**config.mk**
```make
export PLATFORM = sky130hd
export DESIGN_NAME = wdtm_top
export DESIGN_NICKNAME = d
export VERILOG_FILES = /design/src/hdl/wdtm_pkg.sv /design/src/hdl/wdtm_top.sv
export SDC_FILE = /design/constraint.sdc
export NUM_CORES = 1
export LEC_CHECK = 0
export ABC_AREA = 0
export BUFFER_PORTS_ARGS = -buffer_cell sky130_fd_sc_hd__buf_2
export CORE_MARGIN = 2
export CORE_UTILIZATION = 48
export CTS_BUF_LIST = sky130_fd_sc_hd__clkbuf_2
export DETAILED_ROUTE_END_ITERATION = 6
export PLACE_DENSITY = 0.68
export SLEW_MARGIN = 25
export SYNTH_ARGS = -nofsm -noshare
export SYNTH_HDL_FRONTEND = slang
export SYNTH_SLANG_ARGS = --single-unit
```
**constraint.sdc**
```tcl
create_clock -name aclk -period 10.9 [get_ports aclk]
set_input_delay 1.635 -clock aclk [delete_from_list [all_inputs] [get_ports aclk]]
set_output_delay 1.635 -clock aclk [all_outputs]
set_load 0.005 [all_outputs]
```
**src/hdl/wdtm_pkg.sv**
```systemverilog
// Package with register map, field positions and timing constants for the watchdog and temperature monitor
package wdtm_pkg;
  // Register byte addresses; output port register keeps its word index, byte address is four times it
  localparam logic [15:0] WDTM_GPO_IDX     = 16'h404D;
  localparam logic [17:0] WDTM_GPO_ADDR    = {WDTM_GPO_IDX, 2'h0};
  localparam int          WDTM_GPO_LANE    = 0;
  localparam logic [17:0] WDTM_CTRL_ADDR   = 18'h00000;
  localparam logic [17:0] WDTM_KICK_ADDR   = 18'h00004;
  localparam logic [17:0] WDTM_STAT_ADDR   = 18'h00008;
  localparam logic [17:0] WDTM_IRQ_ADDR    = 18'h0000C;
  localparam logic [17:0] WDTM_MASK_ADDR   = 18'h00010;
  localparam logic [17:0] WDTM_THR_ADDR    = 18'h00014;
  // Control and output port fields
  localparam int          WDTM_CTRL_EN     = 0;
  localparam int          WDTM_CTRL_RSTEN  = 1;
  localparam int          WDTM_CTRL_MACRO  = 2;
  localparam int          WDTM_CTRL_SEL    = 4;
  localparam int          WDTM_GPO_GATE    = 7;
  localparam logic [7:0]  WDTM_GPO_RESET   = 8'h80;
  // Interrupt status bits
  localparam int          WDTM_IRQ_WD      = 0;
  localparam int          WDTM_IRQ_TEMP    = 1;
  // AXI responses
  localparam logic [1:0]  WDTM_RESP_OKAY   = 2'h0;
  localparam logic [1:0]  WDTM_RESP_SLVERR = 2'h2;
  // Timing
  localparam int          WDTM_CLK_HZ      = 50_000_000;
  localparam int          WDTM_CYC_PER_MS  = WDTM_CLK_HZ / 1000;
  localparam int          WDTM_RST_PULSE   = 16;
  // Monitoring times, normal mode in ms, macro mode in s
  localparam int          WDTM_NORM_MS [8] = '{94, 210, 340, 460, 590, 710, 840, 960};
  localparam int          WDTM_MACRO_S [8] = '{2, 4, 6, 8, 16, 32, 48, 64};
endpackage : wdtm_pkg

```
**src/hdl/wdtm_top.sv**
```systemverilog
// Watchdog with selectable monitoring interval and latched over-temperature monitor, AXI4-Lite slave
// Summary of operation
// - After reset watchdog idle, indicator off
// - Timeout turns indicator red, notifies software
// - Normal mode: eight intervals 94 to 960 ms
// - Macro mode: eight intervals 2 to 64 s
// - Writing interval while running retriggers watchdog
// - Output bit 7 low lets reset through
// - Either temperature over threshold raises error
// - Error latched until cool and acknowledged
`timescale 1ns/10ps
`default_nettype none
module wdtm_top
  import wdtm_pkg::*;
#(
  parameter int MS_CYCLES = WDTM_CYC_PER_MS,
  parameter int TEMP_W    = 8
)(
  // Clock and reset
  input  wire logic              aclk,
  input  wire logic              aresetn,
  // AXI4-Lite write address
  input  wire logic [17:0]       s_axi_awaddr,
  input  wire logic              s_axi_awvalid,
  output logic                   s_axi_awready,
  // AXI4-Lite write data
  input  wire logic [31:0]       s_axi_wdata,
  input  wire logic [3:0]        s_axi_wstrb,
  input  wire logic              s_axi_wvalid,
  output logic                   s_axi_wready,
  // AXI4-Lite write response
  output logic [1:0]             s_axi_bresp,
  output logic                   s_axi_bvalid,
  input  wire logic              s_axi_bready,
  // AXI4-Lite read address
  input  wire logic [17:0]       s_axi_araddr,
  input  wire logic              s_axi_arvalid,
  output logic                   s_axi_arready,
  // AXI4-Lite read data
  output logic [31:0]            s_axi_rdata,
  output logic [1:0]             s_axi_rresp,
  output logic                   s_axi_rvalid,
  input  wire logic              s_axi_rready,
  // Temperature readings
  input  wire logic [TEMP_W-1:0] cpu_temp,
  input  wire logic [TEMP_W-1:0] mem_temp,
  // Indicator, reset and interrupt
  output logic                   wd_led_red,
  output logic                   pc_reset,
  output logic                   irq
);

  // Interval in cycles, each mode from its own table
  function automatic logic [31:0] wdtm_interval(input logic macro, input logic [2:0] sel);
    logic [31:0] ms;
    ms = macro ? 32'(WDTM_MACRO_S[sel] * 1000) : 32'(WDTM_NORM_MS[sel]);
    return 32'(ms * MS_CYCLES);
  endfunction

  logic              aw_q, w_q;
  logic [17:0]       awaddr_q;
  logic [31:0]       wdata_q;
  logic [3:0]        wstrb_q;
  logic              wr_go, rd_go;
  logic              en_q, rsten_q, macro_q;
  logic [2:0]        sel_q;
  logic [7:0]        gpo_q;
  logic [1:0]        stat_q, mask_q;
  logic [TEMP_W-1:0] cpu_thr_q, mem_thr_q;
  logic [31:0]       cnt_q, limit;
  logic              kick, timeout, temp_hot, temp_ack, temp_err_q;
  logic [4:0]        rst_cnt_q;

  assign wr_go   = aw_q && w_q && !s_axi_bvalid;
  assign rd_go   = s_axi_arvalid && s_axi_arready;
  assign limit   = wdtm_interval(macro_q, sel_q);
  assign timeout = en_q && !wd_led_red && cnt_q == limit - 32'h1;
  assign temp_hot = cpu_temp > cpu_thr_q || mem_temp > mem_thr_q;

  // Address and data accepted in either order
  always_ff @(posedge aclk)
  begin
    if (!aresetn)
    begin
      aw_q     <= 1'b0;
      w_q      <= 1'b0;
      awaddr_q <= 18'h00000;
      wdata_q  <= 32'h0000_0000;
      wstrb_q  <= 4'h0;
    end
    else
    begin
      if (s_axi_awvalid && s_axi_awready)
      begin
        aw_q     <= 1'b1;
        awaddr_q <= s_axi_awaddr;
      end
      else if (wr_go)
        aw_q <= 1'b0;
      if (s_axi_wvalid && s_axi_wready)
      begin
        w_q     <= 1'b1;
        wdata_q <= s_axi_wdata;
        wstrb_q <= s_axi_wstrb;
      end
      else if (wr_go)
        w_q <= 1'b0;
    end
  end

  always_ff @(posedge aclk)
  begin
    if (!aresetn)
    begin
      s_axi_awready <= 1'b0;
      s_axi_wready  <= 1'b0;
    end
    else
    begin
      s_axi_awready <= !aw_q && !(s_axi_awvalid && s_axi_awready) && !s_axi_bvalid;
      s_axi_wready  <= !w_q && !(s_axi_wvalid && s_axi_wready) && !s_axi_bvalid;
    end
  end

  always_ff @(posedge aclk)
  begin
    if (!aresetn)
    begin
      s_axi_bvalid <= 1'b0;
      s_axi_bresp  <= WDTM_RESP_OKAY;
    end
    else if (wr_go)
    begin
      s_axi_bvalid <= 1'b1;
      s_axi_bresp  <= (awaddr_q == WDTM_CTRL_ADDR || awaddr_q == WDTM_KICK_ADDR ||
                       awaddr_q == WDTM_STAT_ADDR || awaddr_q == WDTM_IRQ_ADDR ||
                       awaddr_q == WDTM_MASK_ADDR || awaddr_q == WDTM_THR_ADDR ||
                       awaddr_q == WDTM_GPO_ADDR) ? WDTM_RESP_OKAY : WDTM_RESP_SLVERR;
    end
    else if (s_axi_bready)
      s_axi_bvalid <= 1'b0;
  end

  // Control register; interval write also retriggers via kick
  always_ff @(posedge aclk)
  begin
    if (!aresetn)
    begin
      en_q    <= 1'b0;
      rsten_q <= 1'b0;
      macro_q <= 1'b1;
      sel_q   <= 3'h7;
    end
    else if (wr_go && awaddr_q == WDTM_CTRL_ADDR && wstrb_q[0])
    begin
      en_q    <= wdata_q[WDTM_CTRL_EN];
      rsten_q <= wdata_q[WDTM_CTRL_RSTEN];
      macro_q <= wdata_q[WDTM_CTRL_MACRO];
      sel_q   <= wdata_q[WDTM_CTRL_SEL +: 3];
    end
  end

  always_ff @(posedge aclk)
  begin
    if (!aresetn)
    begin
      gpo_q     <= WDTM_GPO_RESET;
      cpu_thr_q <= '1;
      mem_thr_q <= '1;
      mask_q    <= 2'h0;
    end
    else if (wr_go)
    begin
      if (awaddr_q == WDTM_GPO_ADDR && wstrb_q[WDTM_GPO_LANE])
        gpo_q <= wdata_q[8*WDTM_GPO_LANE +: 8];
      if (awaddr_q == WDTM_MASK_ADDR && wstrb_q[0])
        mask_q <= wdata_q[1:0];
      if (awaddr_q == WDTM_THR_ADDR)
      begin
        if (wstrb_q[0])
          cpu_thr_q <= wdata_q[TEMP_W-1:0];
        if (wstrb_q[2])
          mem_thr_q <= wdata_q[16 +: TEMP_W];
      end
    end
  end

  // Kick register write or any control register write restarts the count
  assign kick = wr_go && (awaddr_q == WDTM_KICK_ADDR || awaddr_q == WDTM_CTRL_ADDR);

  always_ff @(posedge aclk)
  begin
    if (!aresetn || !en_q || kick)
      cnt_q <= 32'h0;
    else if (!wd_led_red)
      cnt_q <= cnt_q + 32'h1;
  end

  // Indicator holds red until software disables or retriggers
  always_ff @(posedge aclk)
  begin
    if (!aresetn)
      wd_led_red <= 1'b0;
    else if (timeout)
      wd_led_red <= 1'b1;
    else if (kick || !en_q)
      wd_led_red <= 1'b0;
  end

  // Fixed-width reset pulse, gated by enable and output bit 7
  always_ff @(posedge aclk)
  begin
    if (!aresetn)
    begin
      rst_cnt_q <= 5'h0;
      pc_reset  <= 1'b0;
    end
    else if (timeout && rsten_q && !gpo_q[WDTM_GPO_GATE])
    begin
      rst_cnt_q <= 5'(WDTM_RST_PULSE);
      pc_reset  <= 1'b1;
    end
    else if (rst_cnt_q != 5'h0)
    begin
      rst_cnt_q <= rst_cnt_q - 5'h1;
      pc_reset  <= rst_cnt_q != 5'h1;
    end
  end

  // Ack clears only once both readings are back at or under threshold
  assign temp_ack = wr_go && awaddr_q == WDTM_STAT_ADDR && wdata_q[WDTM_IRQ_TEMP];
  always_ff @(posedge aclk)
  begin
    if (!aresetn)
      temp_err_q <= 1'b0;
    else if (temp_hot)
      temp_err_q <= 1'b1;
    else if (temp_ack)
      temp_err_q <= 1'b0;
  end

  // Sticky events; set beats write-one-to-clear
  always_ff @(posedge aclk)
  begin
    if (!aresetn)
      stat_q <= 2'h0;
    else
    begin
      if (timeout)
        stat_q[WDTM_IRQ_WD] <= 1'b1;
      else if (wr_go && awaddr_q == WDTM_IRQ_ADDR && wdata_q[WDTM_IRQ_WD])
        stat_q[WDTM_IRQ_WD] <= 1'b0;
      if (temp_hot && !temp_err_q)
        stat_q[WDTM_IRQ_TEMP] <= 1'b1;
      else if (wr_go && awaddr_q == WDTM_IRQ_ADDR && wdata_q[WDTM_IRQ_TEMP])
        stat_q[WDTM_IRQ_TEMP] <= 1'b0;
    end
  end

  always_ff @(posedge aclk)
  begin
    if (!aresetn)
      irq <= 1'b0;
    else
      irq <= |(stat_q & mask_q);
  end

  // Read channel, one outstanding read
  always_ff @(posedge aclk)
  begin
    if (!aresetn)
      s_axi_arready <= 1'b0;
    else
      s_axi_arready <= !s_axi_rvalid && !rd_go && !s_axi_arready;
  end

  always_ff @(posedge aclk)
  begin
    if (!aresetn)
    begin
      s_axi_rvalid <= 1'b0;
      s_axi_rdata  <= 32'h0000_0000;
      s_axi_rresp  <= WDTM_RESP_OKAY;
    end
    else if (rd_go)
    begin
      s_axi_rvalid <= 1'b1;
      s_axi_rresp  <= WDTM_RESP_OKAY;
      unique case (s_axi_araddr)
        WDTM_CTRL_ADDR: s_axi_rdata <= {25'h0, sel_q, 1'b0, macro_q, rsten_q, en_q};
        WDTM_KICK_ADDR: s_axi_rdata <= cnt_q;
        WDTM_STAT_ADDR: s_axi_rdata <= {29'h0, pc_reset, temp_err_q, wd_led_red};
        WDTM_IRQ_ADDR:  s_axi_rdata <= {30'h0, stat_q};
        WDTM_MASK_ADDR: s_axi_rdata <= {30'h0, mask_q};
        WDTM_THR_ADDR:  s_axi_rdata <= {8'h0, mem_thr_q, 8'h0, cpu_thr_q};
        WDTM_GPO_ADDR:  s_axi_rdata <= {24'h0, gpo_q};
        default:
        begin
          s_axi_rdata <= 32'h0000_0000;
          s_axi_rresp <= WDTM_RESP_SLVERR;
        end
      endcase
    end
    else if (s_axi_rready)
      s_axi_rvalid <= 1'b0;
  end
endmodule // wdtm_top
`default_nettype wire

```
# Yosys cells after proc, flatten, opt, wreduce, memory -nomap -nowiden
# Memories as Yosys holds them, arrays and structs flattened.
# Index checks and enable logic that the tools add are counted.
dict set report totals {
  reg_bits 163
  romBits 512
  in_bits 95
  word_cells 152
  memories 2
}
dict set report op_classes {
  n_addsub 3
  multipliers 2
  n_lt_le_gt_ge 3
  eq_ne 14
  mux 27
  bitwise_logic 3
  n_reduce_logical 68
}
# name words width rd rd_ports_with_merged_regs write_ports line_no
set memory_table {}
lappend memory_table {{(name not given)} 8 32 1 0 0 wdtm_top.sv:56} ;# ms = macro ? 32'(WDTM_MACRO_S[sel] * 1000) : 32'(WDTM_NORM_MS[sel]);
lappend memory_table {{(name not given)} 8 32 1 0 0 wdtm_top.sv:56}
# op n
set op_table {}
lappend op_table {{case mux 32 bit (7 select lines)} 1}
lappend op_table {{two-way mux 32 bit} 5}
lappend op_table {{equality test 18 x 4 -> 1 bit, second input constant} 4}
lappend op_table {{equality test 18 x 5 -> 1 bit, second input constant} 4}
lappend op_table {{equality test 18 x 17 -> 1 bit, second input constant} 2}
lappend op_table {{equality test 18 x 3 -> 1 bit, second input constant} 2}
lappend op_table {{zero test 18 bit} 2}
lappend op_table {{adder 32 x 1 -> 32 bit, second input constant} 1}
lappend op_table {{equality test 32 bit} 1}
lappend op_table {{multiplier 32 x 12 -> 28 bit, second input constant} 1}
lappend op_table {{multiplier 32 x 8 -> 29 bit, second input constant} 1}
lappend op_table {{subtractor 32 x 1 -> 32 bit, second input constant} 1}
lappend op_table {{logical AND 1 bit} 26}
lappend op_table {{nonzero test 2 bit} 9}
lappend op_table {{two-way mux 1 bit} 17}
lappend op_table {{greater-than comparator 8 bit} 2}
lappend op_table {{zero test 1 bit} 13}
lappend op_table {{logical OR 1 bit} 10}
lappend op_table {{two-way mux 5 bit} 2}
lappend op_table {{OR reduction 7 bit} 1}
lappend op_table {{AND reduction 3 bit} 2}
lappend op_table {{!= test 5 x 1 -> 1 bit, second input constant} 1}
lappend op_table {{nonzero test 5 bit} 1}
lappend op_table {{subtractor 5 x 1 -> 5 bit, second input constant} 1}
lappend op_table {{7 further kinds} 10}

# Depth between registers and ports, before layout
dict set report depth {
  ltp_word 13
  depth_mapped 40
  ltp_nobuf 39
}

# Worst setup path before layout
# No wires, ideal clock.
dict set report synth_timing {
  kind {register to register}
  startpoint {register sel_q[1]}
  endpoint {register rst_cnt_q[0]}
  setup_time_ns 0.133
  t_arrival_ns 9.314
  path_slack_ns 1.453
  stages_incl_launch_ff 39
  period_less_slack_ns 9.447
  path_cell_list {dfxtp_1 -> clkbuf_1 -> inv_1 -> ha_1 -> nor2_1 -> fa_1 -> ha_1 -> ha_1 -> inv_1 -> fa_1 -> inv_1 -> ha_1 -> nand2_1 -> nand3b_1 -> a311oi_1 -> nor3b_1 -> o21ai_0 -> a21oi_1 -> [... 3 more ...] -> ha_1 -> ha_1 -> fa_1 -> fa_1 -> fa_1 -> ha_1 -> clkbuf_1 -> a21o_1 -> a21o_1 -> a21oi_1 -> or4b_1 -> nand3_1 -> nand4_1 -> or4b_4 -> xnor2_2 -> nor4_1 -> and4_4 -> nor3_2}
}
dict set report synth_between {
  elab_chain_len 13
  elab_cells_between_ends 16
  classes_between {add/sub: 1; mul: 2; eq/ne: 1; mux: 5; bitwise: 1; reduce/logical: 4; memory: 2}
}
# element line_no
set synth_lines {}
lappend synth_lines {{start, declared} wdtm_top.sv:66} ;# logic [2:0] sel_q;
lappend synth_lines {{start signal, assigned} wdtm_top.sv:159} ;# sel_q <= wdata_q[WDTM_CTRL_SEL +: 3];
lappend synth_lines {{inverter 3 -> 4 bit (not written as such) (*)} wdtm_top.sv:56}
lappend synth_lines {{memory (8 x 32 bit)} --}
lappend synth_lines {{two-way mux 32 bit (not written as such) (2 in a row)} wdtm_top.sv:56}
lappend synth_lines {{multiplier 32 x 8 -> 29 bit} wdtm_top.sv:56}
lappend synth_lines {{two-way mux 32 bit (*)} wdtm_top.sv:56}
lappend synth_lines {{multiplier 32 x 12 -> 28 bit (*)} wdtm_top.sv:57} ;# return 32'(ms * MS_CYCLES);
lappend synth_lines {{subtractor 32 x 1 -> 32 bit (*)} wdtm_top.sv:77} ;# assign timeout = en_q && !wd_led_red && cnt_q == limit - 32'h1;
lappend synth_lines {{equality test 32 bit (*)} wdtm_top.sv:77}
lappend synth_lines {{logical AND 1 bit (*)} wdtm_top.sv:77}
lappend synth_lines {{logical AND 1 bit (*) (2 in a row)} wdtm_top.sv:218} ;# else if (timeout && rsten_q && !gpo_q[WDTM_GPO_GATE])
lappend synth_lines {{OR reduction 2 bit (no source line) (*)} --}
lappend synth_lines {{end signal, assigned} wdtm_top.sv:220} ;# rst_cnt_q <= 5'(WDTM_RST_PULSE);
lappend synth_lines {{end signal, assigned} wdtm_top.sv:225} ;# rst_cnt_q <= rst_cnt_q - 5'h1;
lappend synth_lines {{end, declared} wdtm_top.sv:72} ;# logic [4:0] rst_cnt_q;
# Mark *: on every way between the ends. The rest lies on a longest branch, timed or not. The select of a mux whose other input is x is not followed.
# A chain may end at the register's enable or synchronous reset.

# Worst setup path after layout
dict set report layout_timing {
  startpoint {register sel_q[0]}
  endpoint {register stat_q[0]}
}
dict set report layout_between {
  elab_chain_len 11
  elab_cells_between_ends 15
  classes_between {add/sub: 1; mul: 2; eq/ne: 1; mux: 6; bitwise: 1; reduce/logical: 2; memory: 2}
}
# element line_no
set layout_lines {}
lappend layout_lines {{inverter 3 -> 4 bit (not written as such) (*)} wdtm_top.sv:56}
lappend layout_lines {{memory (8 x 32 bit)} --}
lappend layout_lines {{two-way mux 32 bit (not written as such) (2 in a row)} wdtm_top.sv:56}
lappend layout_lines {{multiplier 32 x 8 -> 29 bit} wdtm_top.sv:56}
lappend layout_lines {{two-way mux 32 bit (*)} wdtm_top.sv:56}
lappend layout_lines {{multiplier 32 x 12 -> 28 bit (*)} wdtm_top.sv:57}
lappend layout_lines {{subtractor 32 x 1 -> 32 bit (*)} wdtm_top.sv:77}
lappend layout_lines {{equality test 32 bit (*)} wdtm_top.sv:77}
lappend layout_lines {{logical AND 1 bit (*)} wdtm_top.sv:77}
lappend layout_lines {{two-way mux 1 bit / nonzero test 2 bit (equally long branches)} --}
lappend layout_lines {{end signal, assigned by index} wdtm_top.sv:250} ;# stat_q[WDTM_IRQ_WD] <= 1'b1;
lappend layout_lines {{end signal, assigned by index} wdtm_top.sv:252} ;# stat_q[WDTM_IRQ_WD] <= 1'b0;
lappend layout_lines {{end signal, assigned by index} wdtm_top.sv:254} ;# stat_q[WDTM_IRQ_TEMP] <= 1'b1;
lappend layout_lines {{end, declared} wdtm_top.sv:68} ;# logic [1:0] stat_q, mask_q;
# Marked as above.

==> run_results.csv <==
group,metric,value,unit
status,outcome,"complete, no violations",
final_layout,multiInputGateArea,0.00871,mm2
timing,relSlewSlack,0.377,
clock_tree,cts-buffers-inserted,17,
critical_path,crit_family,"adder cells",
critical_path,crit_top_cell,"ha_1",
yosys,syn_inst,1519,
yosys,synth_top_family_by_area,"adder cells",
placement,port-buffer-count,118,
critical_path,reg2regPathDepth,36,
clock_tree,clk_pin_slew_worst_paths,0.28,ns
drt,detail_route.iter0.violations,557,
global_route,grt_pass1_wl,50700,um
drt,wl_per_cell,15.3,um
global_route,grt_use_total,0.218,
floorplanning,coreArea,0.0259,mm2
critical_path,worstPathMaxFanout,9,
drt,vias,10700,
final_layout,final_util,0.527,
final_layout,area.growth.synth_to_final,8.57,%
yosys,synth_xor_area_frac,0.0614,
power_and_ir_drop,power_density,91.8,mW/mm2
timing,drv_slew,0,
drt,detail-route-antenna-nets,0,
timing,finalSetupTns,0,ns
clock_tree,clock_path_buffers,2,
yosys,synth-edff-count,0,
critical_path,worst_ep_required_time,11.54,ns
yosys,synth_area_per_cell,8.28,um2
global_route,grt_max_degree,88,
critical_path,r2r_slack,0.77,ns
yosys,ys_types,85,
power_and_ir_drop,vdd_drop_max,0.000122,V
timing,tightest_slew,0.935,ns
global_route,first_global_vias,10500,
clock_tree,root_buffer,"clkbuf_2",
final_layout,mostFrequentLayoutCell,"nand2_1",
critical_path,slowest_stage,"fa_1",
clock_tree,cts_tree,"built",
power_and_ir_drop,p_switching,0.000464,W
timing,fin_skew,0.0523,ns
critical_path,cp_num_buf_inv,4,
power_and_ir_drop,cellLeakagePower,6.39,nW
clock_tree,cts_max_level,4,
final_layout,fill_cells,2518,
yosys,synth-main-ff-cell,"dfxtp_1",
yosys,synth_seq_cells,152,
yosys,async_reset_ff_frac,0,
drt,routed_via_density,5.47,
final_layout,nNetsFinal,1909,
yosys,synth_area,0.0126,mm2
clock_tree,cts_hold_buffers,0,
yosys,synthMuxAreaShare,0.0364,
timing,max_freq,98.8,MHz
power_and_ir_drop,p_int,0.000790,W
power_and_ir_drop,seq_power_share,0.475,
floorplanning,die_y,166,um
final_layout,final_cell_mix,"nand2_1, inv_1, dfxtp_1, ha_1, a21oi_1",
clock_tree,worstSkewPairLatency,0.74,ns
yosys,yosys.area_share.simple,0.212,
critical_path,end_kind,"register",
timing,rsz0062_at_grt,"false",
floorplanning,dieArea,0.0275,mm2
yosys,ys_warn_count,0,
timing,post-route-period-util,0.929,
placement,placed_area,0.0134,mm2
final_layout,final-seq-area,0.00304,mm2
critical_path,max_stage_delay,0.58,ns
worst_hold_path,whs_path_depth,2,
yosys,synth_compound_area_frac,0.142,
worst_hold_path,min_from,"s_axi_rdata[27]",
drt,drt-pass1-iter-count,6,
critical_path,arrival,10.76,ns
final_layout,final_cell_area,0.0137,mm2
floorplanning,num_rows,59,
worst_hold_path,hold_path.class,"register to register",
power_and_ir_drop,clock_power_share,0.241,
placement,gp_congestion,0.843,
yosys,synth_adder_area_share,0.239,
timing,fin_crit,10.13,ns
floorplanning,start_util,0.486,
placement,dpl.hpwl,24300,um
drt,drc,0,
floorplanning,io_pins,139,
global_route,gr-total-overflow,0,
power_and_ir_drop,swShare,0.370,
floorplanning,fp.dieW,166,um
worst_hold_path,min_to,"s_axi_rdata[27]",
critical_path,cp-start-kind,"register",
critical_path,reg2reg_to,"stat_q[0]",
drt,wl,30000,um
timing,final-hold-violation-count,0,
critical_path,path_class,"register to register",
timing,setup_viol,0,
clock_tree,cts_sinks,152,
yosys,yosysSeqAreaShare,0.242,
global_route,grt_antenna_before_repair,1,
job,maxCapViolCount,0,
power_and_ir_drop,combPwrFrac,0.284,
critical_path,r2r_start,"sel_q[0]",
critical_path,cp-startpoint,"sel_q[0]",
final_layout,drive_above_1_share,0.128,
## worst reg2reg max path, delay by kind of cell (launching register included)
kind | cells | cell delay (ns)
XOR/XNOR | 2 | 0.31
adder cells (fa/ha/maj) | 11 | 4.31
AND/OR/NAND/NOR | 10 | 2.57
buffers and inverters | 4 | 0.20
flip-flops | 1 | 0.51
AO/OA/AOI/OAI | 9 | 2.16
## how the worst max path moves through the flow
stage	depth (start not counted)	end	slack [ns]
6_report	36	stat_q[0]	0.77
5_1_grt	36	wd_led_red	0.05
4_1_cts	36	stat_q[0]	0.57
3_5_place_dp	36	stat_q[0]	0.71
3_3_place_gp	35	stat_q[0]	0.87
2_1_floorplan	38	rst_cnt_q[0]	1.45
## Yosys cell counts, types with 3 or more instances
cell | count | area, um2
and3_1 | 23 | 144
o21ai_1 | 7 | 35.0
nor2_1 | 113 | 424
a211o_1 | 3 | 26.3
inv_1 | 153 | 574
a21boi_0 | 4 | 30.0
a222oi_1 | 8 | 80.1
nor3b_1 | 3 | 22.5
nor3_2 | 5 | 50.1
a31oi_1 | 6 | 37.5
o211ai_1 | 12 | 90.1
xnor2_1 | 40 | 350
dfxtp_1 | 152 | 3040
mux2i_1 | 39 | 390
buf_2 | 6 | 30.0
a21o_1 | 12 | 90.1
nand2b_1 | 12 | 75.1
nand3_1 | 46 | 230
nor3_1 | 29 | 145
a311oi_1 | 3 | 26.3
nand3b_1 | 5 | 37.5
nor4_1 | 21 | 131
o21ai_0 | 30 | 150
o31ai_1 | 3 | 22.5
a22oi_1 | 12 | 90.1
fa_1 | 58 | 1160
xor2_1 | 41 | 359
or2_2 | 6 | 37.5
nand4_1 | 18 | 113
o21bai_1 | 5 | 37.5
nor2b_1 | 8 | 50.1
a21oi_1 | 127 | 636
a211oi_1 | 7 | 52.6
clkbuf_1 | 52 | 195
ha_1 | 148 | 1850
nand2_1 | 188 | 706
or4_1 | 4 | 30.0
o21a_1 | 7 | 52.6
mux2_2 | 6 | 67.6
and4_1 | 10 | 87.6
or3_1 | 11 | 68.8
and2_1 | 19 | 119
## routing by layer
metal / GRT usage / wire length, um / vias up / part of all wire
met3: 0.0286 / 1320 / 25 / 0.044
li1: - / - / 5405 / -
met1: 0.287 / 14200 / 5065 / 0.47
met2: 0.380 / 14100 / 216 / 0.47
met5: 0 / 0 / - / 0
met4: 0.0514 / 374 / 0 / 0.012
## final cells by class
type / instances / share of cell area
Inverter: 154 / 0.0423
Sequential cell: 152 / 0.223
Clock inverter: 15 / 0.00998
Clock buffer: 17 / 0.00623
Tap cell: 335 / 0.0307
Antenna cell: 1 / 0.000183
Multi-Input combinational cell: 1152 / 0.637
Timing Repair Buffer: 131 / 0.0504
## through the flow
| step | setup WS (ns) | instances | hold WS, ns | total power, W |
|---|---|---|---|---|
| 3_3_place_gp | 0.866 | 1924 | 0.430 | 0.000949 |
| 6_report | 0.774 | 1957 | 0.465 | 0.00125 |
| 2_1_floorplan | 1.45 | 1522 | 0.416 | 0.000874 |
| 3_5_place_dp | 0.709 | 1924 | 0.441 | 0.000958 |
| 4_1_cts | 0.568 | 1956 | 0.466 | 0.00126 |
| 5_1_grt | 0.0481 | 1957 | 0.492 | 0.00133 |
## state kept, by name, summed over array words and instances, names as in the netlist, 2 cells and up
| name | flops |
|---|---|
| mask_q | 2 |
| wstrb_q | 2 |
| wdata_q | 16 |
| cnt_q | 32 |
| rst_cnt_q | 5 |
| sel_q | 3 |
| cpu_thr_q | 8 |
| s_axi_rdata | 32 |
| gpo_q | 8 |
| mem_thr_q | 8 |
| stat_q | 2 |
| awaddr_q | 18 |
## cell families (layout without fill, tap and decap cells)
family	after synthesis	count (layout)
simple gates	539	539
fa+ha+maj	206	206
mux	45	45
compound gates	274	274
other cells	1	5
flops	152	152
buf+inv	218	317
xor+xnor	84	84
## power by group through the flow
stage | logic, W | clock network, W | registers (W)
after detailed placement | 0.000353 | 0 | 0.000605
after floorplan | 0.000273 | 0 | 0.000600
after global routing | 0.000403 | 0.000332 | 0.000599
after global placement | 0.000345 | 0 | 0.000604
final | 0.000356 | 0.000303 | 0.000595
after CTS | 0.000355 | 0.000308 | 0.000595
## timing repair
item	4_1_cts	5_1_grt
setup buffers	0	0
setup endpoints to repair	0	6
gates resized for setup	0	1
Note: power is estimated with default switching activity, not from simulation.
